--- src/verilog/actuator_drive_cfg.svh ---
// constants for the actuator drive monitor
`ifndef ACTUATOR_DRIVE_CFG_SVH
`define ACTUATOR_DRIVE_CFG_SVH
`define CLK_HZ 20000000
`define FLICKER_HZ 8
`define FLASH_HZ 2
`define SELFTEST_CYCLES 16
`define SW_RELEASE_SERVO_UPDATE 4'h3
`define ADDR_CTRL 4'h0
`define ADDR_RUNTIME 4'h1
`define ADDR_CMD 4'h2
`define ADDR_STATUS 4'h3
`define ADDR_FAULT 4'h4
`define CTRL_RESET 16'h0000
`define RUNTIME_RESET 32'h0000_1000
`endif

--- src/verilog/actuator_drive_pkg.sv ---
// types for the actuator drive monitor
`default_nettype none
package actuator_drive_pkg;
  typedef enum logic [2:0] {
    ST_SUPPLY = 3'h0,
    ST_SELFTEST = 3'h1,
    ST_SYNCED = 3'h2,
    ST_ADJUST = 3'h3,
    ST_CYCLIC = 3'h4,
    ST_CB_ERROR = 3'h5
  } startup_t;
  typedef enum logic [1:0] {
    SRC_NONE = 2'h0,
    SRC_MANUAL = 2'h1,
    SRC_AUTO = 2'h2,
    SRC_PROTECT = 2'h3
  } cmd_src_t;
  typedef struct packed {
    logic open_lim;
    logic close_lim;
    logic torque_open;
    logic torque_close;
  } field_in_t;
  typedef struct packed {
    logic torque_before_travel;
    logic torque_after_travel;
    logic run_time;
    logic discrepancy;
    logic protect_not_done;
  } faults_t;
endpackage : actuator_drive_pkg
`default_nettype wire

--- src/verilog/actuator_drive_monitor.sv ---
// actuator drive monitor: command store, monitoring, start-up and indication
//
// Implementation choices: strobed register access and the register addresses.
`include "actuator_drive_cfg.svh"
`default_nettype none
// Behaviour
// first switch-on adapts units to check-backs
// no check-backs configured: assume and drive OFF
// torque before travel: fault, latch, terminate
// latched direction refused; opposite command clears latch
// torque after travel-limit termination is a fault
// run-time fault when target not reached in time
// run-time fault does not stop command
// late arrival clears run-time fault itself
// uncommanded position change gives status discrepancy
// override keeps protection commands effective
// report whether protection command moved armature
// report first fault only, suppress followers
// other side acknowledges by command or key
// record source of last reached state
// blocked key inquiry lights fault lamp steadily
// start on fuse, supply return, or reset command
// led steady, then 8 Hz, then dark
// self-test, configure, then enter cyclic operation
// start-up check-back error: no commands, clear image
// check-back error: 2 Hz led, steady lamp
// from release 3 servo updates status bits
// servo drives start in manual mode
// fault sets alarm, telegram, flashing led
// command held until selected termination
// fault held until acknowledged or auto-cleared
module actuator_drive_monitor #(
  parameter int RT_W = 32
) (
  input wire logic clk,
  input wire logic rst,
  input wire logic fuse_inserted,
  input wire logic supply_ok,
  input wire actuator_drive_pkg::field_in_t field_in,
  input wire logic key_open,
  input wire logic key_close,
  input wire logic key_enable,
  input wire logic [3:0] reg_addr,
  input wire logic [31:0] reg_wdata,
  input wire logic reg_wr,
  input wire logic reg_rd,
  output logic [31:0] reg_rdata,
  output logic cmd_open,
  output logic cmd_close,
  output logic module_fault_led,
  output logic desk_fault_lamp,
  output logic lamp_on,
  output logic lamp_off,
  output logic lamp_stop,
  output logic servo_mode_lamp,
  output logic diagnostic_telegram
);
  localparam int FLICK_HALF = `CLK_HZ / (2 * `FLICKER_HZ);
  localparam int FLASH_HALF = `CLK_HZ / (2 * `FLASH_HZ);
  initial begin
    if (RT_W < 8 || RT_W > 32) $error("RT_W out of range");
  end
  // ------------------------------------------------------------
  // registers
  // ------------------------------------------------------------
  // ctrl: [0] checkbacks present, [1] termination_select_param (1 torque),
  // [2] protect_override_param, [3] servo, [4] configured, [5] desk tile,
  // [11:8] software release
  logic [15:0] ctrl_q;
  logic [RT_W-1:0] runtime_q;
  logic ack_pulse, reset_cmd;
  logic man_open, man_close, auto_open, auto_close, prot_open, prot_close, enable_proc;
  logic [7:0] cmd_word_q;
  always_ff @(posedge clk) begin
    if (rst) begin
      ctrl_q <= `CTRL_RESET;
      runtime_q <= RT_W'(`RUNTIME_RESET);
      cmd_word_q <= 8'h00;
    end else begin
      if (reg_wr && reg_addr == `ADDR_CTRL) ctrl_q <= reg_wdata[15:0];
      if (reg_wr && reg_addr == `ADDR_RUNTIME) runtime_q <= reg_wdata[RT_W-1:0];
      if (reg_wr && reg_addr == `ADDR_CMD) cmd_word_q <= reg_wdata[7:0];
      else cmd_word_q <= {cmd_word_q[7], 7'h00}; // commands are brief
    end
  end
  assign ack_pulse = reg_wr && reg_addr == `ADDR_CMD && reg_wdata[8];
  assign reset_cmd = reg_wr && reg_addr == `ADDR_CMD && reg_wdata[9];
  assign man_open = cmd_word_q[0];
  assign man_close = cmd_word_q[1];
  assign auto_open = cmd_word_q[2];
  assign auto_close = cmd_word_q[3];
  assign prot_open = cmd_word_q[4];
  assign prot_close = cmd_word_q[5];
  assign enable_proc = cmd_word_q[7];
  // ------------------------------------------------------------
  // start-up sequencing
  // ------------------------------------------------------------
  actuator_drive_pkg::startup_t st_q;
  logic [7:0] test_cnt_q;
  logic supply_q, fuse_q, restart;
  logic cb_error;
  assign cb_error = ctrl_q[0] && field_in.open_lim && field_in.close_lim;
  always_ff @(posedge clk) begin
    if (rst) begin
      supply_q <= 1'b0;
      fuse_q <= 1'b0;
    end else begin
      supply_q <= supply_ok;
      fuse_q <= fuse_inserted;
    end
  end
  assign restart = (supply_ok && !supply_q) || (fuse_inserted && !fuse_q) || reset_cmd;
  always_ff @(posedge clk) begin
    if (rst || restart) begin
      st_q <= actuator_drive_pkg::ST_SUPPLY;
      test_cnt_q <= 8'h00;
    end else begin
      unique case (st_q)
        actuator_drive_pkg::ST_SUPPLY: if (supply_ok) st_q <= actuator_drive_pkg::ST_SELFTEST;
        actuator_drive_pkg::ST_SELFTEST: begin
          // processor, memory and bus checks are stood in for by a fixed interval
          test_cnt_q <= test_cnt_q + 8'h01;
          if (test_cnt_q == 8'(`SELFTEST_CYCLES)) st_q <= actuator_drive_pkg::ST_SYNCED;
        end
        actuator_drive_pkg::ST_SYNCED: if (ctrl_q[4]) st_q <= actuator_drive_pkg::ST_ADJUST;
        actuator_drive_pkg::ST_ADJUST: begin
          if (cb_error) st_q <= actuator_drive_pkg::ST_CB_ERROR;
          else st_q <= actuator_drive_pkg::ST_CYCLIC;
        end
        actuator_drive_pkg::ST_CYCLIC: st_q <= actuator_drive_pkg::ST_CYCLIC;
        actuator_drive_pkg::ST_CB_ERROR: st_q <= actuator_drive_pkg::ST_CB_ERROR;
        default: st_q <= actuator_drive_pkg::ST_SUPPLY;
      endcase
    end
  end
  logic cyclic;
  assign cyclic = st_q == actuator_drive_pkg::ST_CYCLIC;
  // ------------------------------------------------------------
  // position adjustment and command store
  // ------------------------------------------------------------
  logic pos_open_q, pos_close_q; // believed position
  logic run_open_q, run_close_q;
  logic lat_open_q, lat_close_q;
  logic req_open, req_close, blk_open, blk_close;
  logic [1:0] src_run_q;
  assign blk_open = lat_open_q || (!enable_proc && !lat_close_q) || auto_close || prot_close;
  assign blk_close = lat_close_q || (!enable_proc && !lat_open_q) || auto_open || prot_open;
  // opposite-direction travel runs without process enable while a latch is set
  assign req_open = prot_open || auto_open || (man_open && (enable_proc || lat_close_q));
  assign req_close = prot_close || auto_close || (man_close && (enable_proc || lat_open_q));
  logic prot_ok;
  actuator_drive_pkg::faults_t flt_q;
  assign prot_ok = ctrl_q[2] || !(flt_q.discrepancy || cb_error);
  logic open_reached, close_reached;
  assign open_reached = ctrl_q[1] ? field_in.torque_open : field_in.open_lim;
  assign close_reached = ctrl_q[1] ? field_in.torque_close : field_in.close_lim;
  always_ff @(posedge clk) begin
    if (rst || !cyclic) begin
      run_open_q <= 1'b0;
      run_close_q <= 1'b0;
      src_run_q <= actuator_drive_pkg::SRC_NONE;
      if (st_q == actuator_drive_pkg::ST_ADJUST) begin
        pos_open_q <= ctrl_q[0] && field_in.open_lim;
        pos_close_q <= !ctrl_q[0] || field_in.close_lim;
      end else if (rst) begin
        pos_open_q <= 1'b0;
        pos_close_q <= 1'b0;
      end
    end else begin
      if (req_open && !lat_open_q && (prot_ok || !prot_open)) begin
        run_open_q <= 1'b1;
        run_close_q <= 1'b0;
        src_run_q <= prot_open ? actuator_drive_pkg::SRC_PROTECT :
                     auto_open ? actuator_drive_pkg::SRC_AUTO : actuator_drive_pkg::SRC_MANUAL;
      end else if (req_close && !lat_close_q && (prot_ok || !prot_close)) begin
        run_close_q <= 1'b1;
        run_open_q <= 1'b0;
        src_run_q <= prot_close ? actuator_drive_pkg::SRC_PROTECT :
                     auto_close ? actuator_drive_pkg::SRC_AUTO : actuator_drive_pkg::SRC_MANUAL;
      end else begin
        // stored until termination; torque always terminates
        if (open_reached || field_in.torque_open) run_open_q <= 1'b0;
        if (close_reached || field_in.torque_close) run_close_q <= 1'b0;
      end
      if (!ctrl_q[0]) begin
        pos_close_q <= 1'b1;
        pos_open_q <= 1'b0;
      end else begin
        if (field_in.open_lim) pos_open_q <= 1'b1;
        if (field_in.close_lim) pos_close_q <= 1'b1;
        if (run_open_q || run_close_q) begin
          if (!field_in.open_lim) pos_open_q <= 1'b0;
          if (!field_in.close_lim) pos_close_q <= 1'b0;
        end
      end
    end
  end
  // torque latch per direction
  always_ff @(posedge clk) begin
    if (rst) begin
      lat_open_q <= 1'b0;
      lat_close_q <= 1'b0;
    end else begin
      if (field_in.torque_open && !field_in.open_lim) lat_open_q <= 1'b1;
      else if (req_close) lat_open_q <= 1'b0;
      if (field_in.torque_close && !field_in.close_lim) lat_close_q <= 1'b1;
      else if (req_open) lat_close_q <= 1'b0;
    end
  end
  // ------------------------------------------------------------
  // monitoring
  // ------------------------------------------------------------
  logic [RT_W-1:0] rt_cnt_q;
  logic moved_q, any_q;
  logic [2:0] last_src_q;
  always_ff @(posedge clk) begin
    if (rst || !(run_open_q || run_close_q)) rt_cnt_q <= '0;
    else if (rt_cnt_q != runtime_q) rt_cnt_q <= rt_cnt_q + 1'b1;
  end
  actuator_drive_pkg::faults_t raw;
  always_comb begin
    raw = '0;
    raw.torque_before_travel = (field_in.torque_open && !field_in.open_lim) ||
                               (field_in.torque_close && !field_in.close_lim);
    raw.torque_after_travel = !ctrl_q[1] && ((field_in.torque_open && field_in.open_lim) ||
                              (field_in.torque_close && field_in.close_lim));
    raw.run_time = (run_open_q || run_close_q) && rt_cnt_q == runtime_q;
    raw.discrepancy = ctrl_q[0] && !run_open_q && !run_close_q &&
                      ((pos_open_q && !field_in.open_lim) ||
                       (pos_close_q && !field_in.close_lim));
    raw.protect_not_done = src_run_q == actuator_drive_pkg::SRC_PROTECT &&
                           raw.run_time && !moved_q;
  end
  always_ff @(posedge clk) begin
    if (rst || !cyclic) begin
      flt_q <= '0;
      moved_q <= 1'b0;
    end else begin
      moved_q <= (run_open_q || run_close_q) &&
                 (moved_q || !(field_in.open_lim || field_in.close_lim));
      // first cause only: followers suppressed while any fault stands; set beats ack
      if (flt_q == '0) flt_q <= raw;
      else if (ack_pulse || (key_open || key_close) && !key_enable) flt_q <= raw;
      else if (flt_q.run_time && (open_reached || close_reached)) flt_q.run_time <= 1'b0;
    end
  end
  assign any_q = flt_q != '0;
  always_ff @(posedge clk) begin
    if (rst) last_src_q <= 3'h0;
    else if ((run_open_q && open_reached) || (run_close_q && close_reached))
      last_src_q <= {1'b1, src_run_q};
  end
  // ------------------------------------------------------------
  // indication
  // ------------------------------------------------------------
  logic [23:0] blink_q;
  logic flick_q, flash_q, inquiry_q, telegram_q;
  always_ff @(posedge clk) begin
    if (rst || blink_q == 24'(FLASH_HALF - 1)) blink_q <= '0;
    else blink_q <= blink_q + 24'h000001;
  end
  always_ff @(posedge clk) begin
    if (rst) begin
      flick_q <= 1'b0;
      flash_q <= 1'b0;
      inquiry_q <= 1'b0;
      telegram_q <= 1'b0;
    end else begin
      if (blink_q % 24'(FLICK_HALF) == 24'h0) flick_q <= !flick_q;
      if (blink_q == 24'h0) flash_q <= !flash_q;
      inquiry_q <= !key_enable && ((key_open && blk_open) || (key_close && blk_close));
      telegram_q <= raw != '0 && flt_q == '0;
    end
  end
  always_comb begin
    unique case (st_q)
      actuator_drive_pkg::ST_SUPPLY, actuator_drive_pkg::ST_SELFTEST: module_fault_led = 1'b1;
      actuator_drive_pkg::ST_SYNCED, actuator_drive_pkg::ST_ADJUST: module_fault_led = flick_q;
      actuator_drive_pkg::ST_CB_ERROR: module_fault_led = flash_q;
      default: module_fault_led = any_q && flash_q;
    endcase
  end
  logic cberr;
  assign cberr = st_q == actuator_drive_pkg::ST_CB_ERROR;
  assign desk_fault_lamp = ctrl_q[5] && (cberr || inquiry_q);
  assign cmd_open = cyclic && run_open_q;
  assign cmd_close = cyclic && (run_close_q || !ctrl_q[0]);
  assign lamp_on = ctrl_q[5] && !cberr && pos_open_q;
  assign lamp_off = ctrl_q[5] && !cberr && pos_close_q;
  assign lamp_stop = ctrl_q[5] && !cberr && cyclic && !run_open_q && !run_close_q;
  // servo starts in manual open-loop mode; lamp shows that mode
  assign servo_mode_lamp = ctrl_q[5] && ctrl_q[3] && cyclic;
  assign diagnostic_telegram = telegram_q;
  // ------------------------------------------------------------
  // input process image readback
  // ------------------------------------------------------------
  logic [31:0] image;
  logic servo_upd;
  assign servo_upd = !ctrl_q[3] || ctrl_q[11:8] >= `SW_RELEASE_SERVO_UPDATE;
  always_comb begin
    image = 32'h0000_0000;
    // kept bits a..d live in the top four bits [31:28] and survive a check-back error
    image[31:28] = {lat_open_q, lat_close_q, pos_open_q, pos_close_q};
    if (!cberr) begin
      image[0] = any_q;
      image[5:1] = flt_q;
      image[8:6] = last_src_q;
      image[9] = run_open_q;
      image[10] = run_close_q;
      if (servo_upd) begin
        image[11] = pos_open_q || pos_close_q;
        image[12] = blk_open || blk_close;
        image[13] = !run_open_q && !run_close_q;
        image[14] = !any_q;
      end
    end
  end
  always_ff @(posedge clk) begin
    if (rst) reg_rdata <= 32'h0000_0000;
    else if (reg_rd) begin
      unique case (reg_addr)
        `ADDR_CTRL: reg_rdata <= {16'h0000, ctrl_q};
        `ADDR_RUNTIME: reg_rdata <= 32'(runtime_q);
        `ADDR_STATUS: reg_rdata <= image;
        `ADDR_FAULT: reg_rdata <= {24'h000000, 5'(st_q), 3'h0};
        default: reg_rdata <= 32'h0000_0000;
      endcase
    end else reg_rdata <= 32'h0000_0000;
  end
  // ------------------------------------------------------------
  // checks
  // ------------------------------------------------------------
  a_no_cmd_cberr: assert property (@(posedge clk) disable iff (rst)
    cberr |-> !cmd_open && !cmd_close) else $error("command during check-back error");
  a_lamp_cberr: assert property (@(posedge clk) disable iff (rst)
    cberr && ctrl_q[5] |-> desk_fault_lamp && !lamp_on && !lamp_stop)
    else $error("desk lamps wrong in check-back error");
  a_latch_blocks: assert property (@(posedge clk) disable iff (rst)
    cyclic && lat_open_q && !req_close |=> !run_open_q || $past(run_open_q))
    else $error("latched direction started");
  a_runtime_keep: assert property (@(posedge clk) disable iff (rst || !cyclic)
    raw.run_time && !open_reached && !close_reached && !field_in.torque_open
    && !field_in.torque_close && !req_open && !req_close |=> run_open_q || run_close_q)
    else $error("run-time fault stopped command");
  a_led_steady: assert property (@(posedge clk) disable iff (rst)
    st_q == actuator_drive_pkg::ST_SELFTEST |-> module_fault_led)
    else $error("led not steady before sync");
  a_torque_term: assert property (@(posedge clk) disable iff (rst || !cyclic)
    run_open_q && field_in.torque_open && !req_open |=> !run_open_q)
    else $error("torque did not terminate");
  a_tbt_flag: assert property (@(posedge clk) disable iff (rst || !cyclic)
    flt_q == '0 && raw.torque_before_travel |=> flt_q.torque_before_travel)
    else $error("torque fault not flagged");
  a_telegram: assert property (@(posedge clk) disable iff (rst)
    cyclic && raw != '0 && flt_q == '0 |=> diagnostic_telegram)
    else $error("no telegram on fault");
endmodule : actuator_drive_monitor
`default_nettype wire

--- config.mk ---
export PLATFORM = sky130hd
export DESIGN_NAME = actuator_drive_monitor
export DESIGN_NICKNAME = d
export VERILOG_FILES = /design/src/verilog/actuator_drive_pkg.sv /design/src/verilog/actuator_drive_monitor.sv
export VERILOG_INCLUDE_DIRS = /design/src /design/src/verilog
export SDC_FILE = /design/constraint.sdc
export NUM_CORES = 1
export LEC_CHECK = 0
export ABC_AREA = 1
export BUFFER_PORTS_ARGS = -buffer_cell sky130_fd_sc_hd__buf_2
export CAP_MARGIN = 20
export CORE_MARGIN = 2
export CORE_UTILIZATION = 35
export DETAILED_ROUTE_END_ITERATION = 6
export PLACE_DENSITY = 0.62
export SETUP_SLACK_MARGIN = 0.02
export SLEW_MARGIN = 0
export SYNTH_ARGS = -nofsm -noshare
export SYNTH_HDL_FRONTEND = slang
export SYNTH_SLANG_ARGS = --single-unit
--- constraint.sdc ---
create_clock -name clk -period 3.7 [get_ports clk]
set_input_delay 0.185 -clock clk [delete_from_list [all_inputs] [get_ports clk]]
set_output_delay 0.185 -clock clk [all_outputs]
set_load 0.03 [all_outputs]
Word-level counts from Yosys, hierarchy flattened
Index checks and enable logic that the tools add are counted.
- flip-flop bits (word level): 177
- input port bits: 49
- add/sub/neg operators: 3
- div/mod/pow operators: 1
- $lt $le $gt $ge: 1
- equal/unequal tests: 18
- multiplexer cells: 44
- bitwise gates (word level): 2
- reduce and logical (&&, ||, !) cells: 137
- operators with widths (kind ; count):
    32-bit one-hot mux with 4 select lines ; 1
    1-bit logical AND ; 52
    24-bit logical NOT ; 2
    1-bit logical OR ; 41
    32-bit by 1-bit adder with 32-bit output (second input constant) ; 1
    32-bit == test ; 1
    32-bit != test ; 1
    1-bit 2-to-1 mux ; 27
    24-bit by 1-bit adder with 24-bit output (second input constant) ; 1
    24-bit by 23-bit == test with 1-bit output (second input constant) ; 1
    1-bit logical NOT ; 24
    24-bit by 21-bit remainder unit with 24-bit output (second input constant) ; 1
    3-bit one-hot mux with 6 select lines ; 1
    2-bit 2-to-1 mux ; 8
    15-bit 2-to-1 mux ; 1
    2-bit nonzero test ; 5
    5-bit nonzero test ; 2
    2-bit OR reduction ; 5
    3-bit 2-to-1 mux ; 3
    8-bit by 1-bit adder with 8-bit output (second input constant) ; 1
    4-bit by 2-bit == test with 1-bit output (second input constant) ; 2
    8-bit by 5-bit == test with 1-bit output (second input constant) ; 1
    3-bit by 2-bit == test with 1-bit output (second input constant) ; 2
    3-bit == test (second input constant) ; 2
    other kinds (16) ; 20

Longest topological paths before layout
Gate-level depths: netlist (run 1).
- depth in word-level cells: 9
- gate-level depth with buffers: 47
- mapped depth without buffers: 46

Worst setup path before layout (run 1)
OpenSTA, ideal clock, no wires.
- path kind: register -> register
- start point: reg blink_q[12]
- end point: reg flick_q
- setup time: 115 ps
- arrival: 3847 ps
- data required time: 3585 ps
- slack: -262 ps
- cell stages (with the launch flop): 39
- buffers on the path: 5
- clock period less this slack: 3962 ps
- cell sequence: dfxtp_1 buf_4 inv_2 nor2_1 nand2_1 nor2_1 nand3_2 nand3_4 buf_6 nand3_2 nand2_2 nand2_2 a21oi_4 buf_4 nand4_1 nand2_1 nand2_1 inv_1 [... 3 more ...] nand3_4 buf_8 nand3_4 nand2_1 nand2_2 nand2_1 nor2_1 nand2_1 nand3_2 buf_6 nand2_1 nand3_1 nor2_1 nand2_1 nor2_1 nand3_1 nand2_1 nor2_1
- cells in the longest elaborated chain, start to end: 2
- ends and longest elaborated chain (what ; RTL line ; source):
    start, declared ; actuator_drive_monitor.sv:256 ; logic [23:0] blink_q;
    start signal, assigned ; actuator_drive_monitor.sv:260 ; else blink_q <= blink_q + 24'h000001;
    24-bit by 21-bit remainder unit with 24-bit output ; actuator_drive_monitor.sv:269 ; if (blink_q % 24'(FLICK_HALF) == 24'h0) flick_q <= !flick_q;
    24-bit logical NOT ; actuator_drive_monitor.sv:269 ;
    end signal, assigned ; actuator_drive_monitor.sv:269 ;
    end, declared ; actuator_drive_monitor.sv:257 ; logic flick_q, flash_q, inquiry_q, telegram_q;
Every way passes these cells.
A chain may end at the register's enable or synchronous reset.

Worst setup path after layout (run 1)
- start point: reg blink_q[13]
- end point: reg flick_q
The elaborated chain is that of the path after synthesis.

==> qor.csv, run 1 <==
stage;metric;value;unit
outcome;status;finished with violations;
outcome;violations;negative setup slack;
clock_network;h-tree-depth;4;
clock_network;path_clk_slew;0.08;ns
sta;fin_crit_sh;120.5;%
pwr;irDropWorstVdd;0.3798;mV
floorplanning;die-area;32770;um^2
finish;nNetsFinal;2099;
sta;rsz0062_at_grt;true;
setup_path;r2r_slack;-0.76;ns
placement;placed_area;13280;um^2
setup_path;path_common_cell;nand2_2;
global_route;grt_pass1_wl;57370;um
pwr;powerDensity;271.2;nW/um^2
clock_network;cts_buffers;17;
sta;max_freq;0.2242;GHz
sta;setup_ws;-0.7594;ns
min_path;holdPathStages;3;
synthesis;ys_seq_elements;177;
pwr;p_int;0.002958;W
drt;drt_iter0_markers;928;
sta;skew;0.01523;ns
finish;fin_cells;2454;
sta;holdWs;0.02021;ns
pwr;swShare;26.70;%
clock_network;cts_buffer_depth;2;
floorplanning;die_h;181.0;um
drt;viasPerCell;5.004;
global_route;track_usage;21.41;%
drt;routed_wl;35800;um
pwr;power_switching;0.001077;W
placement;place_inst;2371;
drt;wire_per_inst;14.59;um
min_path;hold_class;input pin to register;
sta;maxSlewHeadroom;38.26;%
sta;hold_viol_final;0;
sta;worst_slew_pin_slew;0.9239;ns
placement;place_congestion;0.9686;
setup_path;ff2ff_path_depth;35;
sta;post-route-min-period;4.459;ns
global_route;grt_pass1_vias;11610;
finish;antenna_cells;0;
clock_network;insertion_delay;0.44;ns
synthesis;synth_edf_count;2;
clock_network;cts_tree;yes;
sta;maxSlewViolCount;0;
finish;layout-drive-gt1-share;29.20;%
synthesis;ys.flop_type;dfxtp_1;
floorplanning;die_width;181.0;um
min_path;min-delay-start;reg_wdata[21];
sta;setup_viol;1;
sta;setup_tns;-0.7594;ns
setup_path;worst-setup-path-type;register to register;
clock_network;root_buffer;clkbuf_16;
finish;area_growth;35.64;%
drt;first_pass_iters;6;
floorplanning;ios;90;
placement;place_hpwl;27530;um
drt;drc;0;
clock_network;clkSinkCount;177;
setup_path;start_kind;register;
floorplanning;rows;64;
pwr;seqPwrFrac;48.4;%
setup_path;cpPeakStageDelay;0.37;ns
synthesis;synth_cell_type_count;54;
pwr;p_leak;6.913;nW
synthesis;synth_nets;1775;
synthesis;ys_seq_area_share;32.49;%
global_route;antenna_found_initial;0;
min_path;hold_path_end;runtime_q[21]$_SDFFE_PP0P_;
job;maxCapViolations;0;
setup_path;cp_max_fo;7;
synthesis;syn_inst;1721;
pwr;clkPwrFrac;46.1;%
pwr;pwr-share-comb;5.5;%
finish;stdcell_area;14880;um^2
setup_path;cp.arrival;4.79;ns
drt;ant_nets;0;
synthesis;avgSynthCellArea;6.373;um^2
finish;mostFrequentLayoutCells;nand2_1, buf_4, inv_1;
setup_path;crit_required;4.03;ns
placement;io_buffers;89;
drt;vias;12280;
synthesis;yosys_warnings;0;
finish;seq_area;3582;um^2
setup_path;crit_path_end_kind;register;
setup_path;r2r-end;flick_q$_SDFFE_PP0N_;
finish;fillerInstances;3120;
global_route;grt_max_degree;52;
setup_path;reg2reg_from;blink_q[13]$_SDFF_PP0_;
finish;multi_input_area;6654;um^2
setup_path;cp_slowest_cell;dfxtp_4;
synthesis;netlist_area;10970;um^2
floorplanning;start_util;35.67;%
floorplanning;core_area;30750;um^2
synthesis;asyncSetResetFlopFracSynth;0;%
global_route;overflow;0;
finish;final_common_cell;nand2_1;
-- cell type report --
class	count	share of cell area (%)
Timing Repair Buffer	351	17.01
Inverter	262	6.644
Clock inverter	14	1.262
Clock buffer	18	2.952
Multi-Input combinational cell	1236	44.73
Tap cell	396	3.331
Sequential cell	177	24.08
-- repair_timing --
action	CTS	global route
endpoints found under the hold margin	7	0
pin swaps	50	54
cloned	9	1
gates resized for setup	85	73
setup buffers	24	10
hold buffers	7	0
endpoints found under the setup margin	1	4
-- cells by family (layout without fill, tap and decap cells) --
| group | after synthesis | count (layout) | share of synthesized area (%) |
|---|---|---|---|
| simple gates | 906 | 912 | 38.03 |
| buf+inv | 314 | 645 | 11.75 |
| compound gates | 284 | 284 | 14.36 |
| flops | 177 | 177 | 32.49 |
| xor+xnor | 35 | 35 | 2.795 |
| fa+ha+maj | 5 | 5 | 0.5704 |
-- how the worst max path moves through the flow --
stage / start / to / slack, ns
6_report: blink_q[13]$_SDFF_PP0_ / flick_q$_SDFFE_PP0N_ / -0.76
5_1_grt: blink_q[13]$_SDFF_PP0_ / flick_q$_SDFFE_PP0N_ / -1.12
4_1_cts: blink_q[13]$_SDFF_PP0_ / flick_q$_SDFFE_PP0N_ / -0.68
3_5_place_dp: blink_q[22]$_SDFF_PP0_ / flick_q$_SDFFE_PP0N_ / -0.94
3_3_place_gp: blink_q[22]$_SDFF_PP0_ / flick_q$_SDFFE_PP0N_ / -0.88
2_1_floorplan: blink_q[16]$_SDFF_PP0_ / flick_q$_SDFFE_PP0N_ / -0.25
-- registers in the layout (all words and copies together) (netlist names), 2 cells and up --
name and flops:
blink_q 24, cmd_word_q 7, ctrl_q 16, flt_q 5, last_src_q 3, reg_rdata 32
rt_cnt_q 32, runtime_q 32, src_run_q 2, st_q 3, test_cnt_q 8
-- critical path: cells and delay by family, from the launching register on --
family | cells | cell delay (ns)
AND/OR/NAND/NOR | 26 | 2.78
buffers and inverters | 7 | 0.95
flip-flops | 1 | 0.37
XOR/XNOR | 1 | 0.20
AO/OA/AOI/OAI | 1 | 0.05
-- power groups by stage --
stage          Combinational, W  Sequential [W]  Clock (W)
2_1_floorplan          0.000120         0.00199          0
3_3_place_gp           0.000204         0.00200          0
3_5_place_dp           0.000211         0.00200          0
4_1_cts                0.000218         0.00195    0.00190
5_1_grt                0.000245         0.00196    0.00198
6_report               0.000220         0.00195    0.00186
-- routing by layer --
layer / global-route usage (%) / vias to the layer above / wire, um
met3: 3.205 / 65 / 1832
met1: 28.57 / 5601 / 16470
li1: - / 6252 / -
met4: 5.301 / 0 / 705
met2: 36.31 / 361 / 16790
met5: 0 / - / 0
-- cell usage after synthesis (all sizes together), types with 3 or more instances --
master / count / share of area (%)
nand3: 97 / 5.4
nand2: 448 / 16
xnor2: 3 / 0.24
buf: 25 / 1.9
nor4: 15 / 0.86
or2: 4 / 0.23
nor3: 59 / 2.7
a221oi: 5 / 0.40
clkbuf: 27 / 0.92
inv: 257 / 8.8
o21ai: 89 / 4.1
nor3b: 7 / 0.48
a31oi: 11 / 0.63
clkinv: 5 / 0.17
dfxtp: 175 / 32
nor2: 212 / 8.1
o21a: 4 / 0.27
o22ai: 17 / 0.97
ha: 5 / 0.57
nand4: 56 / 3.3
o2111ai: 7 / 0.56
xor2: 32 / 2.6
a21oi: 139 / 6.6
-- through the flow --
stage	setup WS (ns)	utilization, %	total power [W]
5_1_grt	-1.120	48.38	0.004177
6_report	-0.7594	48.38	0.004035
3_5_place_dp	-0.9371	43.20	0.002208
2_1_floorplan	-0.2536	-	0.002114
3_3_place_gp	-0.8835	43.11	0.002202
4_1_cts	-0.6778	47.28	0.004074
No activity file was read; power rests on OpenSTA's default activity.
==> run 2, diff against run 1 <==
--- a/config.mk
+++ b/config.mk
@@ -12,7 +12,7 @@
 export CORE_MARGIN = 2
 export CORE_UTILIZATION = 35
 export DETAILED_ROUTE_END_ITERATION = 6
-export PLACE_DENSITY = 0.62
+export PLACE_DENSITY = 0.49
 export SETUP_SLACK_MARGIN = 0.02
 export SLEW_MARGIN = 0
 export SYNTH_ARGS = -nofsm -noshare
==> run 2 against run 1 <==
- the run still ends with negative setup slack left
- global-route usage rose by 1.3 points
- utilization fell by 0.32 points
- maximum frequency is 1.3% lower
- cell area fell by 0.66%
- first-iteration DRC count down 14%
- worst hold slack better by 0.0029 ns
- critical path depth increased by 4
- largest cell class unchanged
==> qor.csv, run 2 (synthesis gave the netlist of run 1 again) <==
stage;metric;value;unit
sta;maxSlewHeadroom;30.24;%
clock_network;path_clk_slew;0.08;ns
clock_network;clkSinkCount;177;
sta;fin_crit_sh;122.2;%
global_route;grt_max_degree;39;
sta;setup_ws;-0.8199;ns
setup_path;cpPeakStageDelay;0.35;ns
placement;place_congestion;0.9003;
finish;fin_util;48.06;%
floorplanning;die-area;32770;um^2
setup_path;cp_slowest_cell;dfxtp_2;
pwr;irDropWorstVdd;0.2559;mV
drt;viasPerCell;4.948;
sta;hold_viol_final;0;
placement;place_inst;2376;
floorplanning;die_width;181.0;um
clock_network;root_buffer;clkbuf_16;
finish;final_common_cell;nand2_1;
global_route;grt_pass1_wl;60300;um
min_path;holdPathStages;3;
setup_path;start_kind;register;
finish;fin_cells;2462;
drt;first_pass_iters;5;
setup_path;crit_required;4.05;ns
setup_path;worst-setup-path-type;register to register;
pwr;powerDensity;268.9;nW/um^2
drt;wire_per_inst;15.17;um
floorplanning;ios;90;
finish;reg.largest.list;reg_rdata (32), rt_cnt_q (32), runtime_q (32);
clock_network;cts_buffers;17;
setup_path;crit_path_end_kind;register;
outcome;status;finished with violations;
global_route;track_usage;22.72;%
placement;io_buffers;89;
sta;setup_tns;-0.8199;ns
placement;place_hpwl;28980;um
setup_path;r2r_slack;-0.82;ns
pwr;power;0.003974;W
finish;fillerInstances;3212;
floorplanning;die_h;181.0;um
setup_path;cp_max_fo;13;
setup_path;ff2ff_path_depth;39;
global_route;grt_pass1_vias;11830;
sta;worst_slew_pin_slew;1.037;ns
sta;post-route-min-period;4.520;ns
sta;max_freq;0.2212;GHz
drt;drt_iter0_markers;795;
drt;vias;12180;
pwr;p_leak;6.840;nW
global_route;overflow;0;
sta;rsz0062_at_grt;true;
job;maxCapViolations;0;
sta;maxSlewViolCount;0;
drt;drc;0;
drt;ant_nets;0;
floorplanning;core_area;30750;um^2
floorplanning;start_util;35.67;%
finish;layout-drive-gt1-share;28.63;%
sta;holdWs;0.02313;ns
sta;setup_viol;1;
setup_path;cp.arrival;4.86;ns
min_path;hold_class;input pin to register;
sta;skew;0.01493;ns
clock_network;insertion_delay;0.44;ns
finish;area_growth;34.74;%
clock_network;cts_buffer_depth;2;
clock_network;cts_tree;yes;
setup_path;path_common_cell;buf_4;
clock_network;h-tree-depth;4;
finish;mostFrequentLayoutCells;nand2_1, buf_4, inv_1;
outcome;violations;negative setup slack;
drt;routed_wl;37340;um
floorplanning;rows;64;
global_route;antenna_found_initial;4;
finish;nNetsFinal;2105;
## run 2: metal layers
| layer | GRT usage, % | routed length [um] | up-vias |
|---|---|---|---|
| li1 | - | - | 6265 |
| met1 | 29.37 | 17330 | 5574 |
| met2 | 39.35 | 17800 | 281 |
| met3 | 3.346 | 1493 | 57 |
| met4 | 6.374 | 689 | 4 |
| met5 | 0 | 33 | - |
## run 2: timing repair
item,4_1_cts,5_1_grt
setup endpoints to repair,1,2
endpoints found under the hold margin,7,0
setup buffers,28,12
pin swaps,36,31
gates cloned,4,1
hold buffers,7,0
resized for setup,68,61
## run 2: cell type report
cell class	instances	area [um^2]	area share, %
Clock inverter	13	140.1	0.9483
Sequential cell	177	3585	24.26
Inverter	262	983.4	6.655
Antenna cell	2	5.005	0.03387
Timing Repair Buffer	361	2651	17.94
Multi-Input combinational cell	1232	6485	43.88
Clock buffer	19	432.9	2.929
Tap cell	396	495.5	3.353
## run 2: final timing paths
kind,start,endpoint
worst min-delay path,reg_wdata[30],runtime_q[30]$_SDFFE_PP0P_
worst min register to register,ctrl_q[13]$_SDFFE_PP0P_,ctrl_q[13]$_SDFFE_PP0P_
worst max-delay path,blink_q[14]$_SDFF_PP0_,flick_q$_SDFFE_PP0N_
worst max register to register,blink_q[14]$_SDFF_PP0_,flick_q$_SDFFE_PP0N_
## run 2: report_power, final
group | leakage, nW | internal (W) | switching, W
clock network | 0.278 | 0.000957 | 0.000843
registers | 1.44 | 0.00193 | 0.0000202
logic | 5.12 | 0.0000826 | 0.000140
## run 2: stage by stage
step                instance area (um^2)  setup slack [ns]
detailed placement                 13330           -0.9219
global route                       14780            -1.165
floorplan                          10970           -0.2536
CTS                                14470           -0.7355
finish                             14780           -0.8199
global placement                   13330           -0.8918
## run 2: critical path, delay by kind of cell, from the launching register on
family          cells  cell delay (ns)
buf+inv            13             1.64
compound gates      2             0.31
simple gates       24             2.10
flops               1             0.35
==> run 3, diff against run 2 <==
--- a/config.mk
+++ b/config.mk
@@ -6,7 +6,6 @@
 export SDC_FILE = /design/constraint.sdc
 export NUM_CORES = 1
 export LEC_CHECK = 0
-export ABC_AREA = 1
 export BUFFER_PORTS_ARGS = -buffer_cell sky130_fd_sc_hd__buf_2
 export CAP_MARGIN = 20
 export CORE_MARGIN = 2
==> run 3 against run 2 <==
- the run still ends with negative setup slack left
- register-to-register slack worse by 1.1 ns
- synthesized cell count is 25% lower
- routed wire length decreased by 13%
- clock skew up 0.0089 ns
- total power up 0.13%
- synthesized area shrank 6.6%
- sequential share of layout area is 2.2 points higher
- critical path depth is 14 lower
- combinational power fell by 8%
- critical endpoint unchanged
==> qor.csv, run 3 <==
stage;metric;value;unit
finish;seq_area;3567;um^2
floorplanning;die-area;30650;um^2
placement;io_buffers;89;
global_route;antenna_found_initial;0;
sta;skew;0.02387;ns
drt;first_pass_iters;5;
setup_path;cp.arrival;5.97;ns
finish;fillerInstances;2902;
sta;fin_crit_sh;153.0;%
outcome;status;finished with violations;
floorplanning;die_width;175.1;um
finish;final_common_cell;buf_4;
setup_path;cpPeakStageDelay;0.37;ns
drt;wire_per_inst;16.56;um
synthesis;ys_seq_elements;177;
sta;max_freq;0.1767;GHz
finish;stdcell_area;13500;um^2
setup_path;r2r_slack;-1.96;ns
synthesis;synth.most_common_cell;nand2_1;
setup_path;reg2reg_from;blink_q[14]$_SDFF_PP0_;
synthesis;asyncSetResetFlopFracSynth;0;%
sta;hold_viol_final;0;
clock_network;insertion_delay;0.43;ns
global_route;track_usage;21.01;%
setup_path;crit_required;4.01;ns
synthesis;synth_cell_type_count;97;
pwr;powerDensity;294.7;nW/um^2
synthesis;synth_edf_count;2;
finish;nNetsFinal;1609;
synthesis;yosysTopAreaCell;dfxtp_1;
finish;reg.largest.list;reg_rdata (32), rt_cnt_q (32), runtime_q (32);
floorplanning;rows;62;
clock_network;cts_buffer_depth;2;
global_route;overflow;0;
drt;vias;10150;
floorplanning;ios;90;
sta;rsz0062_at_grt;true;
sta;post-route-min-period;5.660;ns
synthesis;netlist_top_cells_count;nand2_1, dfxtp_1, nor2_1;
drt;routed_wl;32310;um
setup_path;cp_max_fo;9;
setup_path;cp_slowest_cell;dfxtp_2;
synthesis;ys_seq_area_share;34.78;%
sta;setup_viol;1;
setup_path;r2r-end;flick_q$_SDFFE_PP0N_;
clock_network;path_clk_slew;0.08;ns
synthesis;syn_inst;1293;
clock_network;root_buffer;clkbuf_16;
floorplanning;core_area;28780;um^2
pwr;p_leak;5.455;nW
floorplanning;start_util;35.60;%
sta;maxSlewViolCount;0;
setup_path;crit_buf_inv;5;
global_route;grt_pass1_wl;51770;um
clock_network;clkSinkCount;177;
synthesis;synth_nets;1347;
placement;pre_cts_slack;-2.029;ns
synthesis;avgSynthCellArea;7.923;um^2
min_path;min-delay-start;reg_wdata[12];
synthesis;synth_top_area_share;34.20;%
clock_network;h-tree-depth;4;
clock_network;cts_buffers;17;
placement;place_congestion;0.8627;
clock_network;cts_tree;yes;
sta;worst_slew_pin_slew;0.9774;ns
finish;mostFrequentLayoutCells;buf_4, nand2_1, dfxtp_1;
global_route;grt_pass1_vias;9682;
job;maxCapViolations;0;
placement;placed_area;12540;um^2
floorplanning;die_h;175.1;um
placement;place_hpwl;24920;um
drt;drt_iter0_markers;683;
drt;viasPerCell;5.205;
finish;antenna_cells;0;
synthesis;yosys_warnings;0;
setup_path;ff2ff_path_depth;25;
drt;drc;0;
min_path;hold_class;input pin to register;
synthesis;netlist_area;10240;um^2
setup_path;worst-setup-path-type;register to register;
setup_path;path_common_cell;buf_4;
setup_path;crit_path_end_kind;register;
pwr;irDropWorstVdd;0.3097;mV
synthesis;ys.flop_type;dfxtp_1;
sta;setup_ws;-1.960;ns
setup_path;start_kind;register;
global_route;grt_max_degree;42;
finish;area_growth;31.80;%
drt;ant_nets;0;
finish;multi_input_area;6543;um^2
min_path;holdPathStages;3;
setup_path;cp_top_family;compound AO/OA/AOI/OAI gates;
finish;layout-drive-gt1-share;26.42;%
outcome;violations;negative setup slack;
synthesis;ys_top_cells_by_area;dfxtp_1, nand2_1, xor2_1, nor2_1, a21oi_1;
min_path;hold_path_end;runtime_q[12]$_SDFFE_PP1P_;
sta;maxSlewHeadroom;34.47;%
## run 3: cell count changes after synthesis, moves of 42 or more
cell / before / now
xor2_1: 32 / 82
nand2_1: 402 / 192
nand2_2: 44 / 1
inv_1: 235 / 22
nor2_1: 192 / 144
o21ai_0: 87 / 45
nand3_1: 83 / 34
## run 3: worst max path at each step
stage                                      start              endpoint  slack [ns]  depth (start not counted)
after global placement    blink_q[14]$_SDFF_PP0_  flick_q$_SDFFE_PP0N_       -1.95                         22
after CTS                  blink_q[1]$_SDFF_PP0_  flick_q$_SDFFE_PP0N_       -1.94                         22
after detailed placement  blink_q[14]$_SDFF_PP0_  flick_q$_SDFFE_PP0N_       -2.03                         21
after global routing       blink_q[1]$_SDFF_PP0_  flick_q$_SDFFE_PP0N_       -2.25                         25
after floorplan            blink_q[0]$_SDFF_PP0_  flick_q$_SDFFE_PP0N_       -1.79                         24
final                     blink_q[14]$_SDFF_PP0_  flick_q$_SDFFE_PP0N_       -1.96                         25
## run 3: metal layers
layer,up-vias,GRT usage (%),wire [um]
li1,5085,-,-
met1,4792,27.72,14920
met2,256,36.76,15730
met3,21,2.698,1344
met4,0,4.271,316
met5,-,0,0
## run 3: where the power goes
| group | internal, W | switching [W] | leakage [nW] | total, W |
|---|---|---|---|---|
| clock network | 0.000965 | 0.000859 | 0.289 | 0.00182 |
| registers | 0.00193 | 0.0000221 | 1.43 | 0.00195 |
| logic | 0.0000883 | 0.000117 | 3.73 | 0.000205 |
## run 3: kinds of logic after synthesis
kind of cell / share of synthesized area, %
buf+inv: 3.933
flops: 34.78
xor+xnor: 10.58
mux: 2.687
simple gates: 27.52
compound gates: 19.59
fa+ha+maj: 0.9160
## run 3: cell type report
cell class | count | share of cell area [%]
timing repair buffer | 315 | 16.57
inverter | 22 | 0.6116
clock inverter | 14 | 1.242
tap | 384 | 3.558
sequential | 177 | 26.42
multi-input combinational | 1022 | 48.45
clock buffer | 17 | 3.150
## run 3: timing repair
| action | CTS | global route |
|---|---|---|
| pin swaps | 6 | 8 |
| hold endpoints to repair | 17 | 0 |
| cloned | 0 | 1 |
| setup buffers | 2 | 5 |
| hold buffers | 17 | 0 |
| gates resized for setup | 7 | 17 |
| setup endpoints to repair | 1 | 1 |
## run 3: through the flow
stage               TNS [ns]  cells  power, W  hold WS, ns  util, %
global placement      -1.955   1894  0.002182       0.4119    43.48
CTS                   -1.943   1945  0.004024    0.0005211    46.44
floorplan             -1.787   1293  0.002092       0.2618        -
global route          -2.246   1951  0.004141      0.01078    46.92
detailed placement    -2.029   1895  0.002186       0.4067    43.57
finish                -1.960   1951  0.003979      0.01344    46.92
## run 3: worst min-delay path, delay by kind of cell
| family | cells | cell delay (ns) |
|---|---|---|
| buffers and inverters | 1 | 0.10 |
| AND/OR/NAND/NOR | 2 | 0.11 |
